===== src/inc/ipc_pkg.sv =====
// Shared constants and types of the interrupt priority controller
package ipc_pkg;
  // Register addresses
  localparam logic [31:0] IPC_ADDR_PRIO_B = 32'hfffffe60;
  localparam logic [31:0] IPC_ADDR_VEC_A = 32'hfffffe62;
  localparam logic [31:0] IPC_ADDR_VEC_B = 32'hfffffe64;
  localparam logic [31:0] IPC_ADDR_VEC_C = 32'hfffffe66;
  localparam logic [31:0] IPC_ADDR_VEC_D = 32'hfffffe68;
  localparam logic [31:0] IPC_ADDR_CTRL = 32'hfffffee0;
  localparam logic [31:0] IPC_ADDR_PRIO_A = 32'hfffffee2;
  localparam logic [31:0] IPC_ADDR_VEC_WDG = 32'hfffffee4;
  localparam logic [31:0] IPC_ADDR_VEC_DIV = 32'hffffff0c;
  localparam logic [31:0] IPC_ADDR_VEC_TC0 = 32'hffffffa0;
  localparam logic [31:0] IPC_ADDR_VEC_TC1 = 32'hffffffa8;
  // Reset values
  localparam logic [15:0] IPC_RST_16 = 16'h0000;
  localparam logic [31:0] IPC_RST_32 = 32'h0000_0000;
  // Control register field positions
  localparam int IPC_CTRL_PIN_BIT = 15;
  localparam int IPC_CTRL_EDGE_BIT = 8;
  localparam int IPC_CTRL_VMODE_BIT = 0;
  // Levels and vectors
  localparam logic [4:0] IPC_LVL_NMI = 5'h10;
  localparam logic [4:0] IPC_LVL_BRK = 5'h0f;
  localparam logic [3:0] IPC_MASK_TOP = 4'hf;
  localparam logic [3:0] IPC_LVL_OFF = 4'h0;
  localparam logic [3:0] IPC_IRL_NONE = 4'hf;
  localparam logic [7:0] IPC_VEC_NMI = 8'h0b;
  localparam logic [7:0] IPC_VEC_BRK = 8'h0c;
  localparam logic [7:0] IPC_AUTOVEC_BASE = 8'h40;
  localparam logic [3:0] IPC_CS_IDLE = 4'hf;
  // Least length of the vector fetch cycle, covering the pin synchroniser
  localparam logic [1:0] IPC_FETCH_MIN = 2'h2;
  // Number of peripheral request lines
  localparam int IPC_N_PER = 12;
  // Winning source kinds
  typedef enum logic [1:0] {
    IPC_SRC_NMI = 2'b00,
    IPC_SRC_BRK = 2'b01,
    IPC_SRC_IRL = 2'b10,
    IPC_SRC_PER = 2'b11
  } ipc_src_t;
  // Acceptance sequencer states
  typedef enum logic {
    IPC_ST_IDLE = 1'b0,
    IPC_ST_FETCH = 1'b1
  } ipc_state_t;
endpackage


===== src/logic/ipc_priority_arbiter.sv =====
// Interrupt priority arbiter with register port and vector fetch cycle
`timescale 1ns/1ps
module ipc_priority_arbiter (
  input wire logic clk_sys,
  input wire logic rst_b,
  input wire logic [31:0] reg_addr,
  input wire logic [31:0] reg_wdata,
  input wire logic [1:0] reg_be,
  input wire logic reg_wr,
  input wire logic reg_rd,
  output logic [31:0] reg_rdata_q,
  input wire logic nmi_pin,
  input wire logic break_req,
  input wire logic [3:0] level_request_pins_n,
  input wire logic [11:0] periph_req,
  input wire logic [3:0] mask_level_field,
  input wire logic [31:0] vector_base,
  input wire logic cpu_ack,
  output logic irq_req_q,
  output logic [4:0] irq_req_level_q,
  output logic [1:0] irq_source_q,
  output logic [3:0] irq_per_index_q,
  output logic irq_take_q,
  output logic [3:0] irq_new_mask_q,
  output logic [7:0] irq_vector_q,
  output logic [31:0] irq_vector_addr_q,
  output logic vector_fetch_strobe_n_q,
  output logic [3:0] accepted_level_outputs_q,
  input wire logic [7:0] vector_input_pins,
  input wire logic wait_n,
  input wire logic [3:0] cs_n_in,
  output logic [3:0] chip_selects_n_q
);
  ////////////////////////////////////////////////////////////////////////////
  // Declarations
  logic [15:0] prio_a_q, prio_b_q; // Peripheral priorities
  logic [15:0] vec_a_q, vec_b_q, vec_c_q, vec_d_q, vec_wdg_q; // Vectors
  logic [31:0] vec_div_q, vec_tc0_q, vec_tc1_q; // Wide vector registers
  logic edge_sel_q, vmode_q; // Control bits
  logic nmi_m_q, nmi_s_q, nmi_p_q; // Nonmaskable pin sync and history
  logic [3:0] irl_m_q, irl_s_q; // Level pins sync
  logic wait_m_q, wait_s_q; // Wait pin sync
  logic [7:0] dat_m_q, dat_s_q; // Vector pins sync
  logic nmi_pend_q; // Latched nonmaskable event
  ipc_pkg::ipc_state_t st_q, st_d; // Sequencer state
  logic [1:0] fcnt_q; // Fetch cycle length counter
  logic [3:0] per_lvl [ipc_pkg::IPC_N_PER]; // Level per source
  logic [6:0] per_vec [ipc_pkg::IPC_N_PER]; // Vector per source
  logic [ipc_pkg::IPC_N_PER-1:0] per_ok; // Source eligible
  logic per_any;
  logic [3:0] per_best_lvl, per_best_idx;
  logic [6:0] per_best_vec;

  ////////////////////////////////////////////////////////////////////////////
  // Register port
  // Decode hits
  wire hit_pb = reg_addr == ipc_pkg::IPC_ADDR_PRIO_B;
  wire hit_va = reg_addr == ipc_pkg::IPC_ADDR_VEC_A;
  wire hit_vb = reg_addr == ipc_pkg::IPC_ADDR_VEC_B;
  wire hit_vc = reg_addr == ipc_pkg::IPC_ADDR_VEC_C;
  wire hit_vd = reg_addr == ipc_pkg::IPC_ADDR_VEC_D;
  wire hit_ct = reg_addr == ipc_pkg::IPC_ADDR_CTRL;
  wire hit_pa = reg_addr == ipc_pkg::IPC_ADDR_PRIO_A;
  wire hit_vw = reg_addr == ipc_pkg::IPC_ADDR_VEC_WDG;
  wire hit_vv = reg_addr == ipc_pkg::IPC_ADDR_VEC_DIV;
  wire hit_v0 = reg_addr == ipc_pkg::IPC_ADDR_VEC_TC0;
  wire hit_v1 = reg_addr == ipc_pkg::IPC_ADDR_VEC_TC1;

  // Byte-lane merge for the 16-bit registers
  function automatic logic [15:0] merge16(input logic [15:0] old,
                                          input logic [31:0] wd,
                                          input logic [1:0] be);
    merge16 = {be[1] ? wd[15:8] : old[15:8], be[0] ? wd[7:0] : old[7:0]};
  endfunction

  // Control register view, bit 15 is the live pin level
  wire [15:0] ctrl_view = {nmi_s_q, 6'h00, edge_sel_q, 7'h00, vmode_q};

  // Read data selection, unmapped reads give zero
  wire [31:0] rd_w =
    hit_pb ? {16'h0000, prio_b_q} :
    hit_va ? {16'h0000, vec_a_q} :
    hit_vb ? {16'h0000, vec_b_q} :
    hit_vc ? {16'h0000, vec_c_q} :
    hit_vd ? {16'h0000, vec_d_q} :
    hit_ct ? {16'h0000, ctrl_view} :
    hit_pa ? {16'h0000, prio_a_q} :
    hit_vw ? {16'h0000, vec_wdg_q} :
    hit_vv ? vec_div_q :
    hit_v0 ? vec_tc0_q :
    hit_v1 ? vec_tc1_q : 32'h0000_0000;

  // Register writes and read data, small registers take byte lanes
  always_ff @(posedge clk_sys) begin
    if (!rst_b) begin
      prio_a_q <= ipc_pkg::IPC_RST_16;
      prio_b_q <= ipc_pkg::IPC_RST_16;
      vec_a_q <= ipc_pkg::IPC_RST_16;
      vec_b_q <= ipc_pkg::IPC_RST_16;
      vec_c_q <= ipc_pkg::IPC_RST_16;
      vec_d_q <= ipc_pkg::IPC_RST_16;
      vec_wdg_q <= ipc_pkg::IPC_RST_16;
      vec_div_q <= ipc_pkg::IPC_RST_32;
      vec_tc0_q <= ipc_pkg::IPC_RST_32;
      vec_tc1_q <= ipc_pkg::IPC_RST_32;
      edge_sel_q <= 1'b0;
      vmode_q <= 1'b0;
      reg_rdata_q <= 32'h0000_0000;
    end else begin
      if (reg_wr && hit_pa) prio_a_q <= merge16(prio_a_q, reg_wdata, reg_be);
      if (reg_wr && hit_pb) prio_b_q <= merge16(prio_b_q, reg_wdata, reg_be);
      if (reg_wr && hit_va) vec_a_q <= merge16(vec_a_q, reg_wdata, reg_be);
      if (reg_wr && hit_vb) vec_b_q <= merge16(vec_b_q, reg_wdata, reg_be);
      if (reg_wr && hit_vc) vec_c_q <= merge16(vec_c_q, reg_wdata, reg_be);
      if (reg_wr && hit_vd) vec_d_q <= merge16(vec_d_q, reg_wdata, reg_be);
      if (reg_wr && hit_vw) vec_wdg_q <= merge16(vec_wdg_q, reg_wdata, reg_be);
      if (reg_wr && hit_vv) vec_div_q <= reg_wdata;
      if (reg_wr && hit_v0) vec_tc0_q <= reg_wdata;
      if (reg_wr && hit_v1) vec_tc1_q <= reg_wdata;
      // Control bits sit in both lanes
      if (reg_wr && hit_ct && reg_be[1])
        edge_sel_q <= reg_wdata[ipc_pkg::IPC_CTRL_EDGE_BIT];
      if (reg_wr && hit_ct && reg_be[0])
        vmode_q <= reg_wdata[ipc_pkg::IPC_CTRL_VMODE_BIT];
      reg_rdata_q <= reg_rd ? rd_w : 32'h0000_0000;
    end
  end

  ////////////////////////////////////////////////////////////////////////////
  // Pin synchronisers
  // Two flops per outside input, a third for edge history
  always_ff @(posedge clk_sys) begin
    if (!rst_b) begin
      nmi_m_q <= 1'b0;
      nmi_s_q <= 1'b0;
      nmi_p_q <= 1'b0;
      irl_m_q <= ipc_pkg::IPC_IRL_NONE;
      irl_s_q <= ipc_pkg::IPC_IRL_NONE;
      wait_m_q <= 1'b1;
      wait_s_q <= 1'b1;
      dat_m_q <= 8'h00;
      dat_s_q <= 8'h00;
    end else begin
      nmi_m_q <= nmi_pin;
      nmi_s_q <= nmi_m_q;
      nmi_p_q <= nmi_s_q;
      irl_m_q <= level_request_pins_n;
      irl_s_q <= irl_m_q;
      wait_m_q <= wait_n;
      wait_s_q <= wait_m_q;
      dat_m_q <= vector_input_pins;
      dat_s_q <= dat_m_q;
    end
  end

  ////////////////////////////////////////////////////////////////////////////
  // Source evaluation
  // Selected edge of the nonmaskable pin
  wire nmi_edge = edge_sel_q ? (nmi_s_q && !nmi_p_q)
                             : (!nmi_s_q && nmi_p_q);
  // Level pins: pattern 0000 is 15, 1111 is none
  wire [3:0] irl_lvl = ipc_pkg::IPC_MASK_TOP - irl_s_q;
  wire irl_valid = irl_s_q != ipc_pkg::IPC_IRL_NONE;
  wire irl_ok = irl_valid && (irl_lvl > mask_level_field);
  wire brk_ok = break_req
                && (ipc_pkg::IPC_MASK_TOP > mask_level_field);

  // Flat level and vector maps in fixed default order, index 0 first
  wire [47:0] lvl_flat = {prio_a_q[15:12], prio_a_q[11:8], prio_a_q[11:8],
                          prio_a_q[7:4], prio_a_q[7:4], prio_b_q[15:12],
                          prio_b_q[15:12], prio_b_q[15:12], prio_b_q[15:12],
                          prio_b_q[11:8], prio_b_q[11:8], prio_b_q[11:8]};
  wire [83:0] vec_flat = {vec_div_q[6:0], vec_tc0_q[6:0], vec_tc1_q[6:0],
                          vec_wdg_q[14:8], vec_wdg_q[6:0], vec_a_q[14:8],
                          vec_a_q[6:0], vec_b_q[14:8], vec_b_q[6:0],
                          vec_c_q[14:8], vec_c_q[6:0], vec_d_q[14:8]};

  // Per source level, vector and eligibility
  for (genvar gi = 0; gi < ipc_pkg::IPC_N_PER; gi++) begin : g_per
    localparam int HI = ipc_pkg::IPC_N_PER - 1 - gi;
    assign per_lvl[gi] = lvl_flat[HI*4 +: 4];
    assign per_vec[gi] = vec_flat[HI*7 +: 7];
    assign per_ok[gi] = periph_req[gi]
                        && per_lvl[gi] != ipc_pkg::IPC_LVL_OFF
                        && per_lvl[gi] > mask_level_field;
  end

  // Highest peripheral, earlier index wins a tie
  always_comb begin
    per_any = 1'b0;
    per_best_lvl = 4'h0;
    per_best_idx = 4'h0;
    per_best_vec = 7'h00;
    for (int i = 0; i < ipc_pkg::IPC_N_PER; i++) begin
      if (per_ok[i] && (!per_any || per_lvl[i] > per_best_lvl)) begin
        per_any = 1'b1;
        per_best_lvl = per_lvl[i];
        per_best_idx = 4'(i);
        per_best_vec = per_vec[i];
      end
    end
  end

  // Overall winner: nonmaskable, break, then the higher of pins and peripherals, pins on a tie
  wire irl_wins = irl_ok && (!per_any || irl_lvl >= per_best_lvl);
  wire win_valid = nmi_pend_q || brk_ok || irl_ok || per_any;
  wire [1:0] win_src = nmi_pend_q ? ipc_pkg::IPC_SRC_NMI :
                       brk_ok ? ipc_pkg::IPC_SRC_BRK :
                       irl_wins ? ipc_pkg::IPC_SRC_IRL :
                       ipc_pkg::IPC_SRC_PER;
  wire [4:0] win_lvl = nmi_pend_q ? ipc_pkg::IPC_LVL_NMI :
                       brk_ok ? ipc_pkg::IPC_LVL_BRK :
                       irl_wins ? {1'b0, irl_lvl} : {1'b0, per_best_lvl};
  wire [7:0] auto_vec = ipc_pkg::IPC_AUTOVEC_BASE
                        | {5'h00, irl_lvl[3:1]};
  wire [7:0] win_vec = nmi_pend_q ? ipc_pkg::IPC_VEC_NMI :
                       brk_ok ? ipc_pkg::IPC_VEC_BRK :
                       irl_wins ? auto_vec : {1'b0, per_best_vec};

  ////////////////////////////////////////////////////////////////////////////
  // Acceptance sequencer
  wire acc_w = st_q == ipc_pkg::IPC_ST_IDLE && irq_req_q && cpu_ack;
  wire to_fetch = acc_w && irq_source_q == ipc_pkg::IPC_SRC_IRL
                  && vmode_q;
  wire fetch_done = st_q == ipc_pkg::IPC_ST_FETCH
                    && fcnt_q >= ipc_pkg::IPC_FETCH_MIN && wait_s_q;
  wire take_w = (acc_w && !to_fetch) || fetch_done;
  wire [7:0] ext_vec = {1'b0, dat_s_q[6:0]};
  wire [7:0] take_vec = fetch_done ? ext_vec : irq_vector_q;
  wire [3:0] take_mask = (irq_source_q == ipc_pkg::IPC_SRC_NMI
                          || irq_source_q == ipc_pkg::IPC_SRC_BRK)
                         ? ipc_pkg::IPC_MASK_TOP
                         : irq_req_level_q[3:0];
  wire [31:0] take_addr = vector_base + {22'h000000, take_vec, 2'b00};
  // Set wins over the clear on acceptance
  wire nmi_clr = acc_w && irq_source_q == ipc_pkg::IPC_SRC_NMI;

  // Next state
  always_comb begin
    case (st_q)
      ipc_pkg::IPC_ST_IDLE: st_d = to_fetch ? ipc_pkg::IPC_ST_FETCH
                                            : ipc_pkg::IPC_ST_IDLE;
      ipc_pkg::IPC_ST_FETCH: st_d = fetch_done ? ipc_pkg::IPC_ST_IDLE
                                               : ipc_pkg::IPC_ST_FETCH;
      default: st_d = ipc_pkg::IPC_ST_IDLE;
    endcase
  end

  // Request presentation and acceptance outputs
  always_ff @(posedge clk_sys) begin
    if (!rst_b) begin
      st_q <= ipc_pkg::IPC_ST_IDLE;
      fcnt_q <= 2'h0;
      nmi_pend_q <= 1'b0;
      irq_req_q <= 1'b0;
      irq_req_level_q <= 5'h00;
      irq_source_q <= ipc_pkg::IPC_SRC_NMI;
      irq_per_index_q <= 4'h0;
      irq_vector_q <= 8'h00;
      irq_take_q <= 1'b0;
      irq_new_mask_q <= 4'h0;
      irq_vector_addr_q <= 32'h0000_0000;
    end else begin
      st_q <= st_d;
      nmi_pend_q <= nmi_edge || (nmi_pend_q && !nmi_clr);
      // Fetch length counter, saturating
      if (st_q != ipc_pkg::IPC_ST_FETCH) fcnt_q <= 2'h0;
      else if (fcnt_q < ipc_pkg::IPC_FETCH_MIN) fcnt_q <= fcnt_q + 2'h1;
      // Winner is refreshed only while idle and not being taken
      irq_req_q <= win_valid && st_d == ipc_pkg::IPC_ST_IDLE && !take_w
                   && !acc_w;
      if (st_q == ipc_pkg::IPC_ST_IDLE && !acc_w) begin
        irq_req_level_q <= win_lvl;
        irq_source_q <= win_src;
        irq_per_index_q <= per_best_idx;
        irq_vector_q <= win_vec;
      end else if (fetch_done) begin
        irq_vector_q <= ext_vec;
      end
      irq_take_q <= take_w;
      if (take_w) begin
        irq_new_mask_q <= take_mask;
        irq_vector_addr_q <= take_addr;
      end
    end
  end

  // Fetch cycle pins follow the next state so they open with the cycle
  always_ff @(posedge clk_sys) begin
    if (!rst_b) begin
      vector_fetch_strobe_n_q <= 1'b1;
      accepted_level_outputs_q <= 4'h0;
      chip_selects_n_q <= ipc_pkg::IPC_CS_IDLE;
    end else begin
      vector_fetch_strobe_n_q <= st_d != ipc_pkg::IPC_ST_FETCH;
      if (to_fetch) accepted_level_outputs_q <= irq_req_level_q[3:0];
      chip_selects_n_q <= st_d == ipc_pkg::IPC_ST_FETCH
                          ? ipc_pkg::IPC_CS_IDLE : cs_n_in;
    end
  end

  ////////////////////////////////////////////////////////////////////////////
  // Assertions
  level_zero_masked_a: assert property (@(posedge clk_sys) disable iff (!rst_b)
    irq_take_q && $past(irq_source_q) == ipc_pkg::IPC_SRC_PER
    |-> irq_new_mask_q != 4'h0) else $error("level 0 source taken");
  nmi_request_a: assert property (@(posedge clk_sys) disable iff (!rst_b)
    nmi_pend_q && st_q == ipc_pkg::IPC_ST_IDLE && !acc_w
    |=> irq_req_q && irq_req_level_q == 5'h10)
    else $error("nonmaskable not requested");
  nmi_edge_a: assert property (@(posedge clk_sys) disable iff (!rst_b)
    edge_sel_q && $rose(nmi_s_q) && $stable(edge_sel_q) |=> nmi_pend_q)
    else $error("rising edge missed");
  nmi_mask_a: assert property (@(posedge clk_sys) disable iff (!rst_b)
    acc_w && irq_source_q == ipc_pkg::IPC_SRC_NMI
    |=> irq_take_q && irq_new_mask_q == 4'hf)
    else $error("nonmaskable mask not 15");
  irl_none_a: assert property (@(posedge clk_sys) disable iff (!rst_b)
    irl_s_q == 4'hf |-> !irl_ok) else $error("1111 seen as request");
  auto_vector_a: assert property (@(posedge clk_sys) disable iff (!rst_b)
    irq_take_q && $past(irq_source_q) == ipc_pkg::IPC_SRC_IRL
    && !$past(vmode_q) |-> irq_vector_q == 8'h40 + 8'(irq_new_mask_q >> 1))
    else $error("auto vector wrong");
  fetch_strobe_a: assert property (@(posedge clk_sys) disable iff (!rst_b)
    to_fetch |=> !vector_fetch_strobe_n_q
    && accepted_level_outputs_q == $past(irq_req_level_q[3:0])
    ##1 !vector_fetch_strobe_n_q) else $error("fetch strobe wrong");
  fetch_cs_a: assert property (@(posedge clk_sys) disable iff (!rst_b)
    !vector_fetch_strobe_n_q |-> chip_selects_n_q == 4'hf)
    else $error("chip select low in fetch");
  fetch_wait_a: assert property (@(posedge clk_sys) disable iff (!rst_b)
    st_q == ipc_pkg::IPC_ST_FETCH && !wait_s_q |=> !irq_take_q)
    else $error("fetch ended under wait");
  above_mask_a: assert property (@(posedge clk_sys) disable iff (!rst_b)
    irq_req_q && irq_req_level_q != 5'h10
    |-> irq_req_level_q > {1'b0, $past(mask_level_field)})
    else $error("request not above mask");
  vector_addr_a: assert property (@(posedge clk_sys) disable iff (!rst_b)
    irq_take_q |-> irq_vector_addr_q
    == $past(vector_base) + {22'h000000, irq_vector_q, 2'b00})
    else $error("table address wrong");
  nmi_take_c: cover property (@(posedge clk_sys) disable iff (!rst_b)
    acc_w && irq_source_q == ipc_pkg::IPC_SRC_NMI);
  ext_fetch_c: cover property (@(posedge clk_sys) disable iff (!rst_b)
    fetch_done);
  per_take_c: cover property (@(posedge clk_sys) disable iff (!rst_b)
    acc_w && irq_source_q == ipc_pkg::IPC_SRC_PER);
  brk_take_c: cover property (@(posedge clk_sys) disable iff (!rst_b)
    acc_w && irq_source_q == ipc_pkg::IPC_SRC_BRK);
endmodule // ipc_priority_arbiter


===== config.mk =====
export PLATFORM = sky130hd
export DESIGN_NAME = ipc_priority_arbiter
export DESIGN_NICKNAME = d
export VERILOG_FILES = /design/src/inc/ipc_pkg.sv /design/src/logic/ipc_priority_arbiter.sv
export SDC_FILE = /design/constraint.sdc
export NUM_CORES = 1
export LEC_CHECK = 0
export BUFFER_PORTS_ARGS = -buffer_cell sky130_fd_sc_hd__buf_2
export CORE_MARGIN = 4
export CORE_UTILIZATION = 60
export DETAILED_ROUTE_END_ITERATION = 8
export GPL_TIMING_DRIVEN = 0
export MAX_ROUTING_LAYER = met4
export PLACE_DENSITY = 0.88
export SLEW_MARGIN = 20
export SYNTH_ARGS = -nofsm -noshare
export SYNTH_HDL_FRONTEND = slang
export SYNTH_SLANG_ARGS = --single-unit

===== constraint.sdc =====
create_clock -name clk_sys -period 43.5 [get_ports clk_sys]
set_input_delay 2.175 -clock clk_sys [delete_from_list [all_inputs] [get_ports clk_sys]]
set_output_delay 2.175 -clock clk_sys [all_outputs]
set_load 0.01 [all_outputs]

==> impl_metrics.yaml <==
logic_synthesis:
  ys_seq_elements: 339
  synth_edf_count: 0
  synth_cells: 2125
  syn_area_per_cell_um2: 7.915
  synth.distinct_cells: 80
  synthArstFlopShare: 0
  netlist_area_um2: 16820
  synthFlopType: "dfxtp_1"
  yosysWarnings: 0
  synth_seq_area_share: 0.4035
  syn_nets: 2341
timing:
  slew_headroom: 0.2564
  clock_skew_ns: 0.01822
  worst_pin_slew_ns: 1.115
  finalCriticalPeriod_ns: 26.93
  setup-violations-final: 0
  slew_violations: 0
  hold_viol_final: 0
  fmax_mhz: 37.13
  period_share: 0.6191
  finalSetupTns_ns: 0
  rsz0062_at_grt: "no"
power_and_ir_drop:
  clock_power_share: 0.485
  powerDensity_nw_per_um2: 35.71
  p_sw_frac: 0.2326
  p_seq_frac: 0.452
  combPwrFrac: 0.063
  p_leak_nw: 7.572
  p_sw_mw: 0.1636
  p_int_mw: 0.5398
  peakVddDrop_uv: 37.06
clock_tree:
  cts_root_buf: "clkbuf_16"
  clock_latency_ns: 0.52
  cts.sinks: 339
  tritoncts: "done"
  cts_made_buffers: 37
  cts_resized: 0
  cts.hold.buffers_added: 0
  path_clk_slew_ns: 0.06
  cts_buffer_depth: 3
  postCtsSetupBuffers: 0
  htree_levels: 2
routing:
  routed.top_layer: "met4"
  firstDrtPassIters: 9
  num_vias: 17750
  via_per_inst: 6.372
  drc_errors: 10
  wire_per_inst_um: 22.26
  wl_met2_um: 27850
  wl_met1_um: 23220
  wl_um: 62010
  routed-wl-met3_um: 7595
  detail-route-antenna-nets: 0
  drtIter0Drc: 2549
setup_path:
  reg2reg_from: "prio_a_q[14]"
  cp_slowest_cell: "o211ai_1"
  critPathMaxStageDelay_ns: 0.76
  critical_path_required_ns: 43.90
  crit_type: "primary input to flip-flop"
  crit_path_start: "mask_level_field[3]"
  cp_max_fo: 10
  worstSetupStartpointType: "primary input"
  end_kind: "flip-flop"
  crit_path_frequent_cell: "ha_1"
  arrival_ns: 27.33
floorplan:
  core_area_um2: 27710
  start_util: 0.6071
  die_w_um: 175.4
  rows: 61
  io_pins: 236
  die_h_um: 175.4
  die_area_um2: 30780
hold_path:
  worstHoldStart: "irl_m_q[1]"
  hold_class: "flip-flop to flip-flop"
flow_run:
  cap_violations: 0
status:
  status: "finished, violations left"
  violations: "DRC"
global_route:
  grt_usage: 0.3946
  grt_pass1_vias: 16800
  antenna_found_initial: 0
  grt_pass1_wl_um: 93560
  grt_max_degree: 15
  grt_overflow: 0
place:
  portBuffers: 218
  place_hpwl_um: 46030
  gpl.final_weighted_congestion: 1.100
  dp_cells: 2721
cells_and_area:
  n_fill_cell: 2181
  diodes: 0
  area_growth_pct: 17.09
  final_nets: 2598
  instances_no_fill: 2786
  layout-drive-gt1-share: 0.1379
-- layout by cell type, fill, tap and decap left out, drive strengths merged, types with 16 or more instances in the layout --
cell type and count:
buf 227, ha 77, a21oi 282, nor2 156, a221oi 26, clkbuf 171, inv 56, nor3 18
o21ai 55, and2 34, nand3 43, dfxtp 339, mux2i 53, a222oi 32, nand2 500, nand2b 26
nor2b 17, a211oi 43, a31oi 27, nand4 21, mux2 21, xnor2 16
-- layer usage --
layer	up-vias	track usage
met5	-	-
met4	0	0.1819
met3	256	0.08459
met2	1247	0.6251
met1	8265	0.4857
li1	7983	-
-- Yosys cell counts (all sizes together), types with 13 or more instances --
library cell,count,area [um2]
a211oi,43,337.8
a21o,13,97.59
a21oi,282,1415
a221oi,26,240.2
a222oi,32,320.3
a31oi,27,183.9
and2,34,212.7
clkbuf,121,454.2
dfxtp,339,6787
ha,77,963.4
inv,53,198.9
mux2,21,240.2
mux2i,53,530.5
nand2,500,1877
nand2b,26,185.2
nand3,43,215.2
nand4,21,131.4
nor2,156,588.1
nor2b,17,106.4
nor3,18,90.09
o211ai,13,97.59
o21ai,55,275.3
xnor2,16,140.1
-- flip-flops by register name (all words and copies together), names as in the netlist, 5 cells and up --
register           cells
dat_s_q                7
vec_wdg_q             16
dat_m_q                7
vec_a_q               16
irq_vector_addr_q     32
prio_a_q              16
vec_c_q               16
irq_vector_q           8
vec_d_q               16
vec_tc1_q             32
irq_req_level_q        5
vec_b_q               16
vec_div_q             32
reg_rdata_q           32
prio_b_q              16
vec_tc0_q             32
-- kinds of logic after synthesis --
group | count (synthesis) | share of synthesized area
adder cells (fa/ha/maj) | 78 | 0.05847
AND/OR/NAND/NOR | 865 | 0.2232
multiplexers | 74 | 0.04582
buffers and inverters | 183 | 0.04158
flip-flops | 339 | 0.4035
XOR/XNOR | 27 | 0.01406
AO/OA/AOI/OAI | 559 | 0.2134
-- worst paths after layout --
check | endpoint | slack (ns) | cells past startpoint
max | irq_vector_q[0] | 16.57 | 114
min | irl_s_q[1] | 0.41 | 1
max reg2reg | irq_vector_q[0] | 18.12 | 112
min reg2reg | irl_s_q[1] | 0.41 | 1
-- power groups by stage --
stage	registers (mW)	logic, mW	clock network, mW
6_report	0.318	0.0446	0.341
5_1_grt	0.318	0.0473	0.352
4_1_cts	0.318	0.0432	0.339
3_5_place_dp	0.324	0.0426	0
3_3_place_gp	0.324	0.0415	0
2_1_floorplan	0.325	0.0202	0
-- critical path: cells and delay by family --
kind	cells	cell delay (ns)
multiplexers	4	1.41
buffers and inverters	19	5.59
AND/OR/NAND/NOR	29	4.64
adder cells (fa/ha/maj)	13	3.77
AO/OA/AOI/OAI	49	9.73
-- metrics by stage --
| step | worst slack, ns | cell area (um2) | power [mW] | util | hold slack [ns] |
|---|---|---|---|---|---|
| finish | 16.57 | 19700 | 0.7034 | 0.7109 | 0.4114 |
| global route | 14.73 | 19700 | 0.7174 | 0.7109 | 0.4230 |
| CTS | 17.19 | 19690 | 0.7001 | 0.7107 | 0.4113 |
| detailed placement | 16.78 | 18380 | 0.3671 | 0.6636 | 0.3931 |
| global placement | 17.23 | 18380 | 0.3657 | 0.6636 | 0.3988 |
| floorplan | 21.45 | 16820 | 0.3455 | - | 0.3863 |
-- layout make-up --
| type | instances | area [um2] | area share |
|---|---|---|---|
| buffer | 130 | 500.5 | 0.02541 |
| clock buffer | 50 | 1037 | 0.05266 |
| inverter | 53 | 198.9 | 0.01010 |
| tap | 378 | 473.0 | 0.02401 |
| multi-input combinational | 1603 | 9340 | 0.4742 |
| timing repair buffer | 218 | 1091 | 0.05540 |
| clock inverter | 15 | 267.8 | 0.01360 |
| sequential | 339 | 6787 | 0.3446 |
Note: power is estimated with default switching activity, not from simulation.
